File: config.mk
export PLATFORM = sky130hd
export DESIGN_NAME = fwsr_status
export DESIGN_NICKNAME = d
export VERILOG_FILES = /design/src/hdl/fwsr_status.v
export VERILOG_INCLUDE_DIRS = /design/src /design/src/hdl
export SDC_FILE = /design/constraint.sdc
export NUM_CORES = 1
export LEC_CHECK = 0
export ABC_AREA = 1
export BUFFER_PORTS_ARGS = -buffer_cell sky130_fd_sc_hd__buf_2
export CAP_MARGIN = 10
export CORE_ASPECT_RATIO = 1.75
export CORE_MARGIN = 2
export CORE_UTILIZATION = 60
export CTS_CLUSTER_DIAMETER = 40
export DETAILED_ROUTE_END_ITERATION = 6
export HOLD_SLACK_MARGIN = 0.06
export PLACE_DENSITY = 0.87
export SYNTH_ARGS = -nofsm -noshare
export SYNTH_HDL_FRONTEND = slang
export SYNTH_SLANG_ARGS = --single-unit
File: constraint.sdc
create_clock -name core_clk_in -period 1.91 [get_ports core_clk_in]
set_clock_uncertainty 0.05 [all_clocks]
set_input_delay 0.191 -clock core_clk_in [delete_from_list [all_inputs] [get_ports core_clk_in]]
set_output_delay 0.191 -clock core_clk_in [all_outputs]
set_load 0.02 [all_outputs]
File: src/hdl/fwsr_regs.vh
// timing counts and status bit positions for the write status reporter
`ifndef FWSR_REGS_VH
`define FWSR_REGS_VH
`define FWSR_CLK_MHZ 40
`define FWSR_WINDOW_US 50
`define FWSR_WINDOW_CYCLES (`FWSR_WINDOW_US * `FWSR_CLK_MHZ)
`define FWSR_RESET_CYCLES 40
`define FWSR_PULSE_LIMIT 1000
`define FWSR_BIT_SECTOR_TOGGLE 2
`define FWSR_BIT_ERASE_WINDOW 3
`define FWSR_BIT_TIMEOUT_FAIL 5
`define FWSR_BIT_BUSY_TOGGLE 6
`define FWSR_BIT_DATA_POLL 7
`define FWSR_MODE_IDLE 3'h0
`define FWSR_MODE_PROGRAM 3'h1
`define FWSR_MODE_ERASE 3'h2
`define FWSR_MODE_SUSPEND 3'h3
`define FWSR_MODE_SUSP_PROG 3'h4
`define FWSR_MODE_FAILED 3'h5
`define FWSR_MODE_RESETTING 3'h6
`endif

File: src/hdl/fwsr_status.v
// write status reporter: builds the status byte and ready/busy pin for program and erase
`timescale 1ns/1ps
`include "fwsr_regs.vh"

// Operation
// - sector toggle flag flips on consecutive reads inside erase-selected sectors.
// - sector toggle status valid from the final write strobe rising edge.
// - read cycles end on output enable or chip select, or address valid.
// - after completion toggles stop and the next read returns array data.
// - timeout flag goes high when the pulse-count limit is reached.
// - programming one over zero halts; timeout flag then rises; erase restores ones.
// - erase window flag low during window, high after; added erases restart it.
// - with window flag high only erase suspend is accepted.
// - busy toggle flips while erasing, stops in suspend, sector-blind.
// - inverted poll and sector toggle meaningful only at valid addresses.
// - during program, reads of the bank show inverted last written bit.
// - busy toggle flips on consecutive reads anywhere during an algorithm.
// - ready/busy pin pulled low during program, erase or reset.
// - inverted poll flag reads zero during erase, one after.
module fwsr_status #(
  parameter WINDOW_CYCLES = `FWSR_WINDOW_CYCLES,
  parameter RESET_CYCLES = `FWSR_RESET_CYCLES,
  parameter PULSE_LIMIT = `FWSR_PULSE_LIMIT
) (
  // clock and reset
  input wire core_clk_in,
  input wire rst_in,
  // host read strobes (pins, synchronised here)
  input wire output_enable_n_in,
  input wire chip_select_n_in,
  input wire address_valid_n_in,
  input wire sync_mode_in,
  // address qualifiers from the array decoder
  input wire addr_in_erase_sector_in,
  input wire addr_in_prog_bank_in,
  input wire addr_in_suspended_sector_in,
  input wire [7:0] array_data_in,
  // command decoder events, one-cycle pulses after the final write strobe edge
  input wire cmd_program_in,
  input wire [7:0] cmd_program_data_in,
  input wire cmd_sector_erase_in,
  input wire cmd_chip_erase_in,
  input wire cmd_erase_suspend_in,
  input wire cmd_erase_resume_in,
  input wire cmd_reset_in,
  // embedded algorithm feedback
  input wire algo_pulse_in,
  input wire algo_done_in,
  input wire prog_one_over_zero_in,
  // status outputs
  output reg [7:0] low_status_byte_out,
  output reg erase_window_flag_out,
  output reg cmd_rejected_out,
  output reg ready_busy_n_pin_out,
  output reg ready_busy_n_pin_oe_out
);

  ////////////////////////////////////////////////////////////////////////////
  reg [1:0] oe_sync, ce_sync, av_sync;
  reg strobe_prev;
  reg [2:0] mode, resume_mode;
  reg busy_toggle_flag, sector_toggle_flag, timeout_fail_flag;
  reg [7:0] last_data;
  reg [31:0] window_cnt, pulse_cnt, reset_cnt;
  reg in_window;
  reg halted;
  wire strobe_now;
  wire read_end;
  wire algo_active;
  wire cmd_any;
  wire accept_erase_add;
  reg [7:0] next_status;

  // read cycle closes on strobe rising edge; strobe_prev holds the old level
  assign strobe_now = sync_mode_in ? av_sync[1] : (oe_sync[1] | ce_sync[1]);
  assign read_end = strobe_now & ~strobe_prev;

  assign algo_active = (mode == `FWSR_MODE_PROGRAM) || (mode == `FWSR_MODE_ERASE) ||
                       (mode == `FWSR_MODE_SUSP_PROG) || (mode == `FWSR_MODE_FAILED);
  assign cmd_any = cmd_program_in | cmd_sector_erase_in | cmd_chip_erase_in | cmd_erase_resume_in;
  // added sector erases only while the window is still open
  assign accept_erase_add = (mode == `FWSR_MODE_ERASE) && in_window && cmd_sector_erase_in;

  ////////////////////////////////////////////////////////////////////////////
  always @(posedge core_clk_in)
  begin
    if (rst_in)
    begin
      oe_sync <= 2'h3;
      ce_sync <= 2'h3;
      av_sync <= 2'h3;
      strobe_prev <= 1'b1;
    end
    else
    begin
      oe_sync <= {oe_sync[0], output_enable_n_in};
      ce_sync <= {ce_sync[0], chip_select_n_in};
      av_sync <= {av_sync[0], address_valid_n_in};
      strobe_prev <= strobe_now;
    end
  end

  ////////////////////////////////////////////////////////////////////////////
  always @(posedge core_clk_in)
  begin
    if (rst_in)
    begin
      mode <= `FWSR_MODE_IDLE;
      resume_mode <= `FWSR_MODE_IDLE;
      last_data <= 8'hFF;
      window_cnt <= 32'h0;
      in_window <= 1'b0;
      pulse_cnt <= 32'h0;
      reset_cnt <= 32'h0;
      timeout_fail_flag <= 1'b0;
      halted <= 1'b0;
      cmd_rejected_out <= 1'b0;
    end
    else
    begin
      cmd_rejected_out <= 1'b0;
      if (in_window)
      begin
        if (window_cnt >= WINDOW_CYCLES - 1)
          in_window <= 1'b0;
        else
          window_cnt <= window_cnt + 32'h1;
      end
      if (algo_pulse_in && (mode == `FWSR_MODE_PROGRAM || mode == `FWSR_MODE_ERASE ||
          mode == `FWSR_MODE_SUSP_PROG) && !in_window)
        pulse_cnt <= pulse_cnt + 32'h1;
      case (mode)
        `FWSR_MODE_IDLE:
        begin
          if (cmd_program_in)
          begin
            mode <= `FWSR_MODE_PROGRAM;
            last_data <= cmd_program_data_in;
            pulse_cnt <= 32'h0;
            halted <= prog_one_over_zero_in;
          end
          else if (cmd_sector_erase_in)
          begin
            mode <= `FWSR_MODE_ERASE;
            in_window <= 1'b1;
            window_cnt <= 32'h0;
            pulse_cnt <= 32'h0;
          end
          else if (cmd_chip_erase_in)
          begin
            mode <= `FWSR_MODE_ERASE;
            in_window <= 1'b0;
            pulse_cnt <= 32'h0;
          end
          else if (cmd_reset_in)
          begin
            mode <= `FWSR_MODE_RESETTING;
            reset_cnt <= 32'h0;
          end
        end
        `FWSR_MODE_PROGRAM, `FWSR_MODE_SUSP_PROG, `FWSR_MODE_ERASE:
        begin
          if (prog_one_over_zero_in && mode != `FWSR_MODE_ERASE)
            halted <= 1'b1;
          if (accept_erase_add)
          begin
            window_cnt <= 32'h0;
          end
          else if (cmd_erase_suspend_in && mode == `FWSR_MODE_ERASE && !in_window)
            mode <= `FWSR_MODE_SUSPEND;
          else if (cmd_reset_in && in_window)
          begin
            mode <= `FWSR_MODE_RESETTING;
            in_window <= 1'b0;
            reset_cnt <= 32'h0;
          end
          else if (cmd_any)
            cmd_rejected_out <= 1'b1;
          else if (pulse_cnt >= PULSE_LIMIT)
          begin
            mode <= `FWSR_MODE_FAILED;
            // remembers which algorithm failed for the poll bit
            resume_mode <= mode;
          end
          else if (algo_done_in && !halted && !in_window)
            mode <= (mode == `FWSR_MODE_SUSP_PROG) ? `FWSR_MODE_SUSPEND : `FWSR_MODE_IDLE;
        end
        `FWSR_MODE_SUSPEND:
        begin
          if (cmd_erase_resume_in)
            mode <= `FWSR_MODE_ERASE;
          else if (cmd_program_in)
          begin
            mode <= `FWSR_MODE_SUSP_PROG;
            last_data <= cmd_program_data_in;
            pulse_cnt <= 32'h0;
            halted <= prog_one_over_zero_in;
          end
          else if (cmd_reset_in)
          begin
            mode <= `FWSR_MODE_RESETTING;
            reset_cnt <= 32'h0;
          end
        end
        `FWSR_MODE_FAILED:
        begin
          timeout_fail_flag <= 1'b1;
          if (cmd_reset_in)
          begin
            mode <= `FWSR_MODE_RESETTING;
            reset_cnt <= 32'h0;
          end
        end
        `FWSR_MODE_RESETTING:
        begin
          timeout_fail_flag <= 1'b0;
          halted <= 1'b0;
          if (reset_cnt >= RESET_CYCLES - 1)
            mode <= `FWSR_MODE_IDLE;
          else
            reset_cnt <= reset_cnt + 32'h1;
        end
        default:
          mode <= `FWSR_MODE_IDLE;
      endcase
    end
  end

  ////////////////////////////////////////////////////////////////////////////
  // toggles advance only at the end of a host read, never on their own
  always @(posedge core_clk_in)
  begin
    if (rst_in)
    begin
      busy_toggle_flag <= 1'b0;
      sector_toggle_flag <= 1'b0;
    end
    else if (read_end)
    begin
      if (algo_active)
        busy_toggle_flag <= ~busy_toggle_flag;
      if ((mode == `FWSR_MODE_ERASE || mode == `FWSR_MODE_SUSPEND) && addr_in_erase_sector_in)
        sector_toggle_flag <= ~sector_toggle_flag;
    end
  end

  always @*
  begin
    next_status = array_data_in;
    case (mode)
      `FWSR_MODE_PROGRAM, `FWSR_MODE_SUSP_PROG:
      begin
        if (addr_in_prog_bank_in)
        begin
          next_status = 8'h00;
          next_status[`FWSR_BIT_DATA_POLL] = ~last_data[7];
          next_status[`FWSR_BIT_BUSY_TOGGLE] = busy_toggle_flag;
        end
      end
      `FWSR_MODE_ERASE, `FWSR_MODE_FAILED:
      begin
        next_status = 8'h00;
        next_status[`FWSR_BIT_DATA_POLL] = 1'b0;
        next_status[`FWSR_BIT_BUSY_TOGGLE] = busy_toggle_flag;
        next_status[`FWSR_BIT_TIMEOUT_FAIL] = timeout_fail_flag;
        next_status[`FWSR_BIT_ERASE_WINDOW] = ~in_window;
        next_status[`FWSR_BIT_SECTOR_TOGGLE] = sector_toggle_flag;
        if (mode == `FWSR_MODE_FAILED && resume_mode != `FWSR_MODE_ERASE)
          next_status[`FWSR_BIT_DATA_POLL] = ~last_data[7];
      end
      `FWSR_MODE_SUSPEND:
      begin
        if (addr_in_suspended_sector_in)
        begin
          next_status = 8'h00;
          next_status[`FWSR_BIT_DATA_POLL] = 1'b1;
          next_status[`FWSR_BIT_BUSY_TOGGLE] = busy_toggle_flag;
          next_status[`FWSR_BIT_SECTOR_TOGGLE] = sector_toggle_flag;
        end
        // else array data
      end
      default:
        next_status = array_data_in;
    endcase
  end

  ////////////////////////////////////////////////////////////////////////////
  always @(posedge core_clk_in)
  begin
    if (rst_in)
    begin
      low_status_byte_out <= 8'hFF;
      erase_window_flag_out <= 1'b0;
      ready_busy_n_pin_out <= 1'b0;
      ready_busy_n_pin_oe_out <= 1'b0;
    end
    else
    begin
      low_status_byte_out <= next_status;
      erase_window_flag_out <= (mode == `FWSR_MODE_ERASE) & ~in_window;
      ready_busy_n_pin_out <= 1'b0;
      // open drain: only ever pulls low
      ready_busy_n_pin_oe_out <= (mode != `FWSR_MODE_IDLE) && (mode != `FWSR_MODE_SUSPEND);
    end
  end

endmodule // fwsr_status
==> impl_metrics.env, run 1 <==
export IMPL_outcome="complete, no violations"
export IMPL_grt_pass1_vias=5339
export IMPL_slew_headroom_pct=66.3
export IMPL_stdcell_area_um2=7080
export IMPL_die_w_um=77.8
export IMPL_yosys_warnings=0
export IMPL_worstMarginPinSlew_ps=501
export IMPL_drtPass1Iterations=5
export IMPL_grt_max_degree=36
export IMPL_hp_class="primary input to flop"
export IMPL_synth_edf_count=0
export IMPL_start_util_pct=61.1
export IMPL_syn_nets=852
export IMPL_topRoutingLayerUsed="met4"
export IMPL_cp_start_kind="flop"
export IMPL_postSynth_asyncResetShare_pct=0
export IMPL_fp_coreArea_um2=9350
export IMPL_worst_setup_path_end_kind="flop"
export IMPL_pwr_share_seq_pct=33.7
export IMPL_powerDensity_nw_per_um2=1220
export IMPL_drc_errors=0
export IMPL_final_cells=1031
export IMPL_h_tree_depth=4
export IMPL_vdd_drop_max_mv=0.948
export IMPL_dr_wl_met3_um=689
export IMPL_nets=934
export IMPL_die_h_um=133
export IMPL_slew_violations=0
export IMPL_postLayoutSetupSlackWorst_ps=27.2
export IMPL_rsz0062_at_grt="true"
export IMPL_antenna_found_initial=0
export IMPL_dp_cells=983
export IMPL_switchingPower_mw=2.70
export IMPL_portBuffers=37
export IMPL_intPower_mw=5.90
export IMPL_cts_tree="done"
export IMPL_vias=5531
export IMPL_critical_path_arrival_ps=2190
export IMPL_power_leakage_nw=3.00
export IMPL_fin_crit_sh_pct=98.6
export IMPL_dp_hpwl_um=9620
export IMPL_synth_distinct_cells=41
export IMPL_ant_nets=0
export IMPL_viasPerCell=5.36
export IMPL_power_mw=8.60
export IMPL_track_usage_pct=28.1
export IMPL_numCtsBuffers=17
export IMPL_routed_wl_um=14700
export IMPL_max_freq_ghz=0.531
export IMPL_cap_viol_max_count=0
export IMPL_root_buffer="clkbuf_16"
export IMPL_wl_per_cell_um=14.3
export IMPL_clockBufferDepth=2
export IMPL_syn_avg_cell_area_um2=7.02
export IMPL_finalCriticalPeriod_ps=1880
export IMPL_syn_inst=814
export IMPL_wl_met2_um=7720
export IMPL_synthesis_area_um2=5720
export IMPL_netlist_area_leader_share_pct=44.1
export IMPL_cts_sinks=126
export IMPL_path_clk_slew_ps=50
export IMPL_hold_viol_final=0
export IMPL_finalSetupViolCount=0
export IMPL_post_route_util_pct=75.7
export IMPL_syn2layout_area_growth_pct=23.8
export IMPL_drtIter0Drc=376
export IMPL_crit_path_max_fanout=8
export IMPL_die_area_um2=10400
export IMPL_clkLatencyLatePin_ps=420
export IMPL_synth_seq_cells=126
export IMPL_grt_pass1_wl_um=23100
export IMPL_clockPowerShare_pct=40.2
export IMPL_swShare_pct=31.4
export IMPL_wl_met1_um=5300
export IMPL_crit_type="flop to flop"
export IMPL_place_area_um2=6200
export IMPL_io_pins=46
export IMPL_grt_overflow_total=0
export IMPL_gp_congestion=0.934
export IMPL_rows=47
export IMPL_synth_area_leaders="dfxtp_1, nand2_1, nor2_1"
export IMPL_synth_seq_area_share_pct=44.1
export IMPL_yosysTopAreaCell="dfxtp_1"
export IMPL_dp_slack_ps=8.83
export IMPL_p_comb_share_pct=26.1
export IMPL_synth_flop_cell="dfxtp_1"
export IMPL_crit_required_ps=2220
export IMPL_drive_above_1_share_pct=16.0
export IMPL_antenna_cells=0
repair_timing:
action / CTS / global route
hold endpoints to repair: 12 / 0
endpoints found under the setup margin: 14 / 65
gates resized for setup: 2 / 25
cloned: 0 / 0
pin swaps: 0 / 3
buffers inserted: 0 / 4
hold buffers: 12 / 0
critical path, stage by stage, from the launching register on:
cell      delay, ps
dfxtp_1         400
buf_4           180
nand2_2          70
nand3_4         130
nand2_8          90
inv_1           160
nand2_1         110
o211ai_1        150
nand2_1         140
inv_2           160
nand2_1          90
nand2_1          80
path summary, 6_finish.rpt:
| path | start | endpoint | slack (ps) | depth (start not counted) |
|---|---|---|---|---|
| setup / recovery | mode[0]$_SDFFE_PP0P_ | low_status_byte_out[0]$_SDFF_PP1_ | 30 | 11 |
| hold / removal | cmd_erase_resume_in | halted$_SDFFE_PP0P_ | 100 | 4 |
| setup reg to reg | mode[0]$_SDFFE_PP0P_ | low_status_byte_out[0]$_SDFF_PP1_ | 30 | 11 |
| hold reg to reg | ce_sync[0]$_SDFF_PP1_ | ce_sync[1]$_SDFF_PP1_ | 360 | 1 |
stage by stage:
| step | setup TNS, ps | hold WS [ps] |
|---|---|---|
| after floorplan | 0 | 244 |
| after global placement | 0 | 322 |
| after detailed placement | 0 | 328 |
| after CTS | 0 | 89.8 |
| after global routing | -276 | 132 |
| final | 0 | 98.7 |
power by group through the flow:
stage	Clock, mW	Sequential, mW	Combinational [mW]
after floorplan	0	3.02	1.24
after global placement	0	2.94	1.94
after detailed placement	0	2.95	1.97
after CTS	3.47	2.90	2.03
after global routing	3.59	2.92	2.43
final	3.46	2.90	2.25
kinds of logic (layout without fill, tap and decap cells):
logic type,after synthesis,in the layout,share of synthesized area (%)
other cells,1,1,0.0656
compound gates,71,71,6.76
buf+inv,130,225,9.15
flops,126,126,44.1
fa+ha+maj,4,4,0.876
simple gates,460,460,35.7
xor+xnor,22,22,3.37
flip-flops by register name, summed over array words and instances (netlist names), 2 cells and up:
signal / count
av_sync: 2
ce_sync: 2
low_status_byte_out: 8
mode: 3
oe_sync: 2
pulse_cnt: 32
reset_cnt: 32
resume_mode: 3
window_cnt: 32
area by class of cell:
cell class              instances  area (um^2)
inverters                     110          420
well taps                     122          153
fillers                       650         2270
repair buffers                 83          593
flip-flops and latches        126         2520
multi-input cells             558         2760
clock inverters                11          190
clock buffers                  21          440
synthesized netlist by cell type, drive strengths merged (2+ instances only):
| master | count |
|---|---|
| nand2 | 187 |
| nor2 | 148 |
| dfxtp | 126 |
| inv | 110 |
| nand3 | 48 |
| nor3 | 47 |
| a21oi | 41 |
| o21ai | 19 |
| nand4 | 13 |
| xor2 | 13 |
| buf | 12 |
| xnor2 | 9 |
| clkbuf | 8 |
| or2 | 6 |
| nor3b | 5 |
| ha | 4 |
| o211ai | 3 |
| a211oi | 2 |
| a31oi | 2 |
| and3 | 2 |
| nand3b | 2 |
| nor4 | 2 |
placed cells by master (no fill, tap or decap), drive strengths merged:
cell,Yosys,routed
clkbuf,8,21
nor4,2,2
o221ai,1,1
nor2,148,148
dfxtp,126,126
or2,6,6
inv,110,110
and3,2,2
o21ai,19,19
o31ai,1,1
xor2,13,13
buf,12,71
a21oi,41,41
clkinv,0,5
a31oi,2,2
o21a,1,1
xnor2,9,9
o211ai,3,3
a211o,1,1
dlygate4sd3,0,12
nand3,48,48
nand4,13,13
bufinv,0,5
ha,4,4
nand3b,2,2
conb,1,1
nor3b,5,5
a211oi,2,2
clkinvlp,0,1
nor3,47,47
nand2,187,187
routing by layer:
metal  vias up  track usage, %
met1      2520            27.4
met4         0            19.2
met5         -               0
met3        79            7.32
li1       2728               -
met2       204            50.5
Note: power is estimated with default switching activity, not from simulation.
==> inputs of run 2 (changes only) <==
--- a/config.mk
+++ b/config.mk
@@ -6,16 +6,15 @@
 export SDC_FILE = /design/constraint.sdc
 export NUM_CORES = 1
 export LEC_CHECK = 0
-export ABC_AREA = 1
 export BUFFER_PORTS_ARGS = -buffer_cell sky130_fd_sc_hd__buf_2
 export CAP_MARGIN = 10
 export CORE_ASPECT_RATIO = 1.75
 export CORE_MARGIN = 2
-export CORE_UTILIZATION = 60
+export CORE_UTILIZATION = 59
 export CTS_CLUSTER_DIAMETER = 40
 export DETAILED_ROUTE_END_ITERATION = 6
 export HOLD_SLACK_MARGIN = 0.06
-export PLACE_DENSITY = 0.87
+export PLACE_DENSITY = 0.86
 export SYNTH_ARGS = -nofsm -noshare
 export SYNTH_HDL_FRONTEND = slang
 export SYNTH_SLANG_ARGS = --single-unit
==> run 2 against run 1 <==
  * The run now ends with design-rule violations, negative setup slack left
  * Power up 16%
  * Sequential power increased by 2%
  * Largest power group unchanged
  * Highest routed layer unchanged
  * Critical path depth is 4 lower
  * Worst setup slack worse by 160 ps
  * Synthesized cell count shrank 25%
  * Sequential cell count did not move
  * Count of clock-buffer cells in the layout down 2
  * Register-to-register slack worse by 160 ps
==> impl_metrics.env, run 2 <==
export IMPL_antenna_cells=0
export IMPL_crit_type="flop to flop"
export IMPL_synth_edf_count=0
export IMPL_io_pins=46
export IMPL_outcome="finished with violations"
export IMPL_hp_class="primary input to flop"
export IMPL_die_area_um2=10100
export IMPL_cp_start_kind="flop"
export IMPL_postSynth_asyncResetShare_pct=0
export IMPL_clockBufferDepth=2
export IMPL_die_w_um=76.8
export IMPL_final_cells=877
export IMPL_final_cell_mix="dfxtp_1, nor2_1, buf_4"
export IMPL_hold_viol_final=0
export IMPL_slew_violations=0
export IMPL_start_util_pct=60.5
export IMPL_place_area_um2=6200
export IMPL_worst_setup_path_end_kind="flop"
export IMPL_clkLatencyLatePin_ps=430
export IMPL_slowest_delay_ps=440
export IMPL_syn_avg_cell_area_um2=8.93
export IMPL_cp_cell_sequence="or3b_4, o21ai_4, and4_1, buf_6, nand4_1, xor2_1, nor2_1"
export IMPL_max_freq_ghz=0.490
export IMPL_grt_max_degree=29
export IMPL_rsz0062_at_grt="true"
export IMPL_synth_seq_cells=126
export IMPL_yosysTopAreaCell="dfxtp_1"
export IMPL_yosysMostFrequentCell="dfxtp_1"
export IMPL_rows=46
export IMPL_dp_cells=812
export IMPL_critical_path_slowest_cell="or3b_4"
export IMPL_path_clk_slew_ps=60
export IMPL_grt_pass1_vias=5445
export IMPL_grt_pass1_wl_um=25800
export IMPL_multi_input_area_um2=3020
export IMPL_post_route_util_pct=82.9
export IMPL_netlist_area_leader_share_pct=46.1
export IMPL_syn_nets=650
export IMPL_synth_commonest_cells="dfxtp_1, nor2_1, and2_1"
export IMPL_h_tree_depth=4
export IMPL_nets=782
export IMPL_critical_path_arrival_ps=2310
export IMPL_syn_inst=612
export IMPL_power_leakage_nw=3.00
export IMPL_yosys_warnings=0
export IMPL_postLayoutSetupSlackWorst_ps=-130
export IMPL_cts_tree="done"
export IMPL_powerDensity_nw_per_um2=1340
export IMPL_synth_seq_area_share_pct=46.1
export IMPL_numCtsBuffers=17
export IMPL_antenna_found_initial=0
export IMPL_crit_path_max_fanout=11
export IMPL_stdcell_area_um2=7490
export IMPL_ant_nets=0
export IMPL_viasPerCell=6.34
export IMPL_routed_wl_um=18000
export IMPL_fp_coreArea_um2=9040
export IMPL_vdd_drop_max_mv=1.18
export IMPL_drtIter0Drc=572
export IMPL_synth_area_leaders="dfxtp_1, nor2_1, and2_1"
export IMPL_dp_hpwl_um=9590
export IMPL_final_common_cell="dfxtp_1"
export IMPL_violations="design-rule violations, negative setup slack"
export IMPL_vias=5563
export IMPL_drive_above_1_share_pct=30.9
export IMPL_cap_viol_max_count=0
export IMPL_root_buffer="clkbuf_16"
export IMPL_drtPass1Iterations=7
export IMPL_cts_sinks=126
export IMPL_syn2layout_area_growth_pct=37.0
export IMPL_track_usage_pct=32.2
export IMPL_synth_flop_cell="dfxtp_1"
export IMPL_num_fill_cells=462
export IMPL_crit_required_ps=2180
export IMPL_wl_per_cell_um=20.6
export IMPL_die_h_um=131
export IMPL_hold_path_startpoint="addr_in_prog_bank_in"
export IMPL_cp_startpoint="mode[1]$_SDFFE_PP0P_"
export IMPL_finalSetupViolCount=19
export IMPL_r2r_start="mode[1]$_SDFFE_PP0P_"
export IMPL_setup_tns_ps=-869
export IMPL_seq_area_um2=2540
export IMPL_finalCriticalPeriod_ps=2040
export IMPL_fin_crit_sh_pct=107
export IMPL_gp_congestion=0.946
export IMPL_synth_distinct_cells=72
export IMPL_top_regs="pulse_cnt (32), reset_cnt (32), window_cnt (32)"
export IMPL_whs_ps=208
export IMPL_drc_errors=8
export IMPL_portBuffers=37
export IMPL_synthesis_area_um2=5470
export IMPL_grt_overflow_total=0
-- run 2: cell types whose count changed after synthesis, sizes merged, moves of 9 or more --
cell    previous run  this run
nor2             148        86
xnor2              9        19
nand3             48        32
a21oi             41        18
xor2              13        24
clkbuf             8        19
inv              110        11
and2               0        41
and3               2        11
nor3              47        17
nor4               2        22
nand2            187        39
-- run 2: layer usage --
layer / GRT usage (%) / up-vias / wire length [um]
met3: 7.83 / 146 / 1330
met4: 22.8 / 0 / 1480
met2: 56.8 / 374 / 9120
met1: 32.3 / 2626 / 6110
met5: 0 / - / 0
li1: - / 2417 / -
-- run 2: path summary, 6_finish.rpt --
check                                      endpoint  slack, ps  cells past startpoint
setup / recovery           pulse_cnt[17]$_SDFF_PP0_       -130                      7
hold reg to reg               ce_sync[1]$_SDFF_PP1_        380                      1
setup reg to reg           pulse_cnt[17]$_SDFF_PP0_       -130                      7
hold / removal    low_status_byte_out[7]$_SDFF_PP1_        210                      3
-- run 2: where the power goes --
| part | leakage [nW] | internal (mW) | switching [mW] |
|---|---|---|---|
| combinational | 1.66 | 1.57 | 1.87 |
| clock | 0.315 | 2.39 | 1.25 |
| sequential | 1.03 | 2.79 | 0.154 |
| total | 3.00 | 6.75 | 3.27 |
-- run 2: final cells by class --
class | instances | share of cell area [%]
clock buffers | 19 | 6.05
clock inverters | 13 | 2.84
inverters | 11 | 0.551
multi-input cells | 444 | 40.3
flip-flops and latches | 126 | 33.9
well taps | 120 | 2.00
repair buffers | 144 | 14.3
-- run 2: stage by stage --
| stage | setup slack [ps] | total power, mW |
|---|---|---|
| global route | -192 | 10.3 |
| floorplan | 22.9 | 4.47 |
| global placement | -153 | 5.46 |
| CTS | -69.9 | 9.33 |
| finish | -130 | 10.0 |
| detailed placement | -257 | 5.55 |
-- run 2: cells by family after synthesis --
group	Yosys count	share of synthesized area, %
AND/OR/NAND/NOR	307	30.1
flip-flops	126	46.1
AO/OA/AOI/OAI	83	10.7
XOR/XNOR	43	7.03
buffers and inverters	42	3.98
multiplexers	6	1.12
adder cells (fa/ha/maj)	4	0.915
other	1	0.0686
-- run 2: repair_timing --
item                                   in CTS  in global routing
hold buffers                               15                  0
resized for setup                          19                 59
pin swaps                                   2                 22
endpoints found under the hold margin      16                  0
gates cloned                                0                  1
setup endpoints to repair                  86                 62
setup buffers                               4                 13
-- run 2: worst max-delay path: cells and delay by family (launching register included) --
family / cells / cell delay [ps]
AO/OA/AOI/OAI: 1 / 130
AND/OR/NAND/NOR: 4 / 960
XOR/XNOR: 1 / 240
buffers and inverters: 1 / 160
flip-flops: 1 / 400
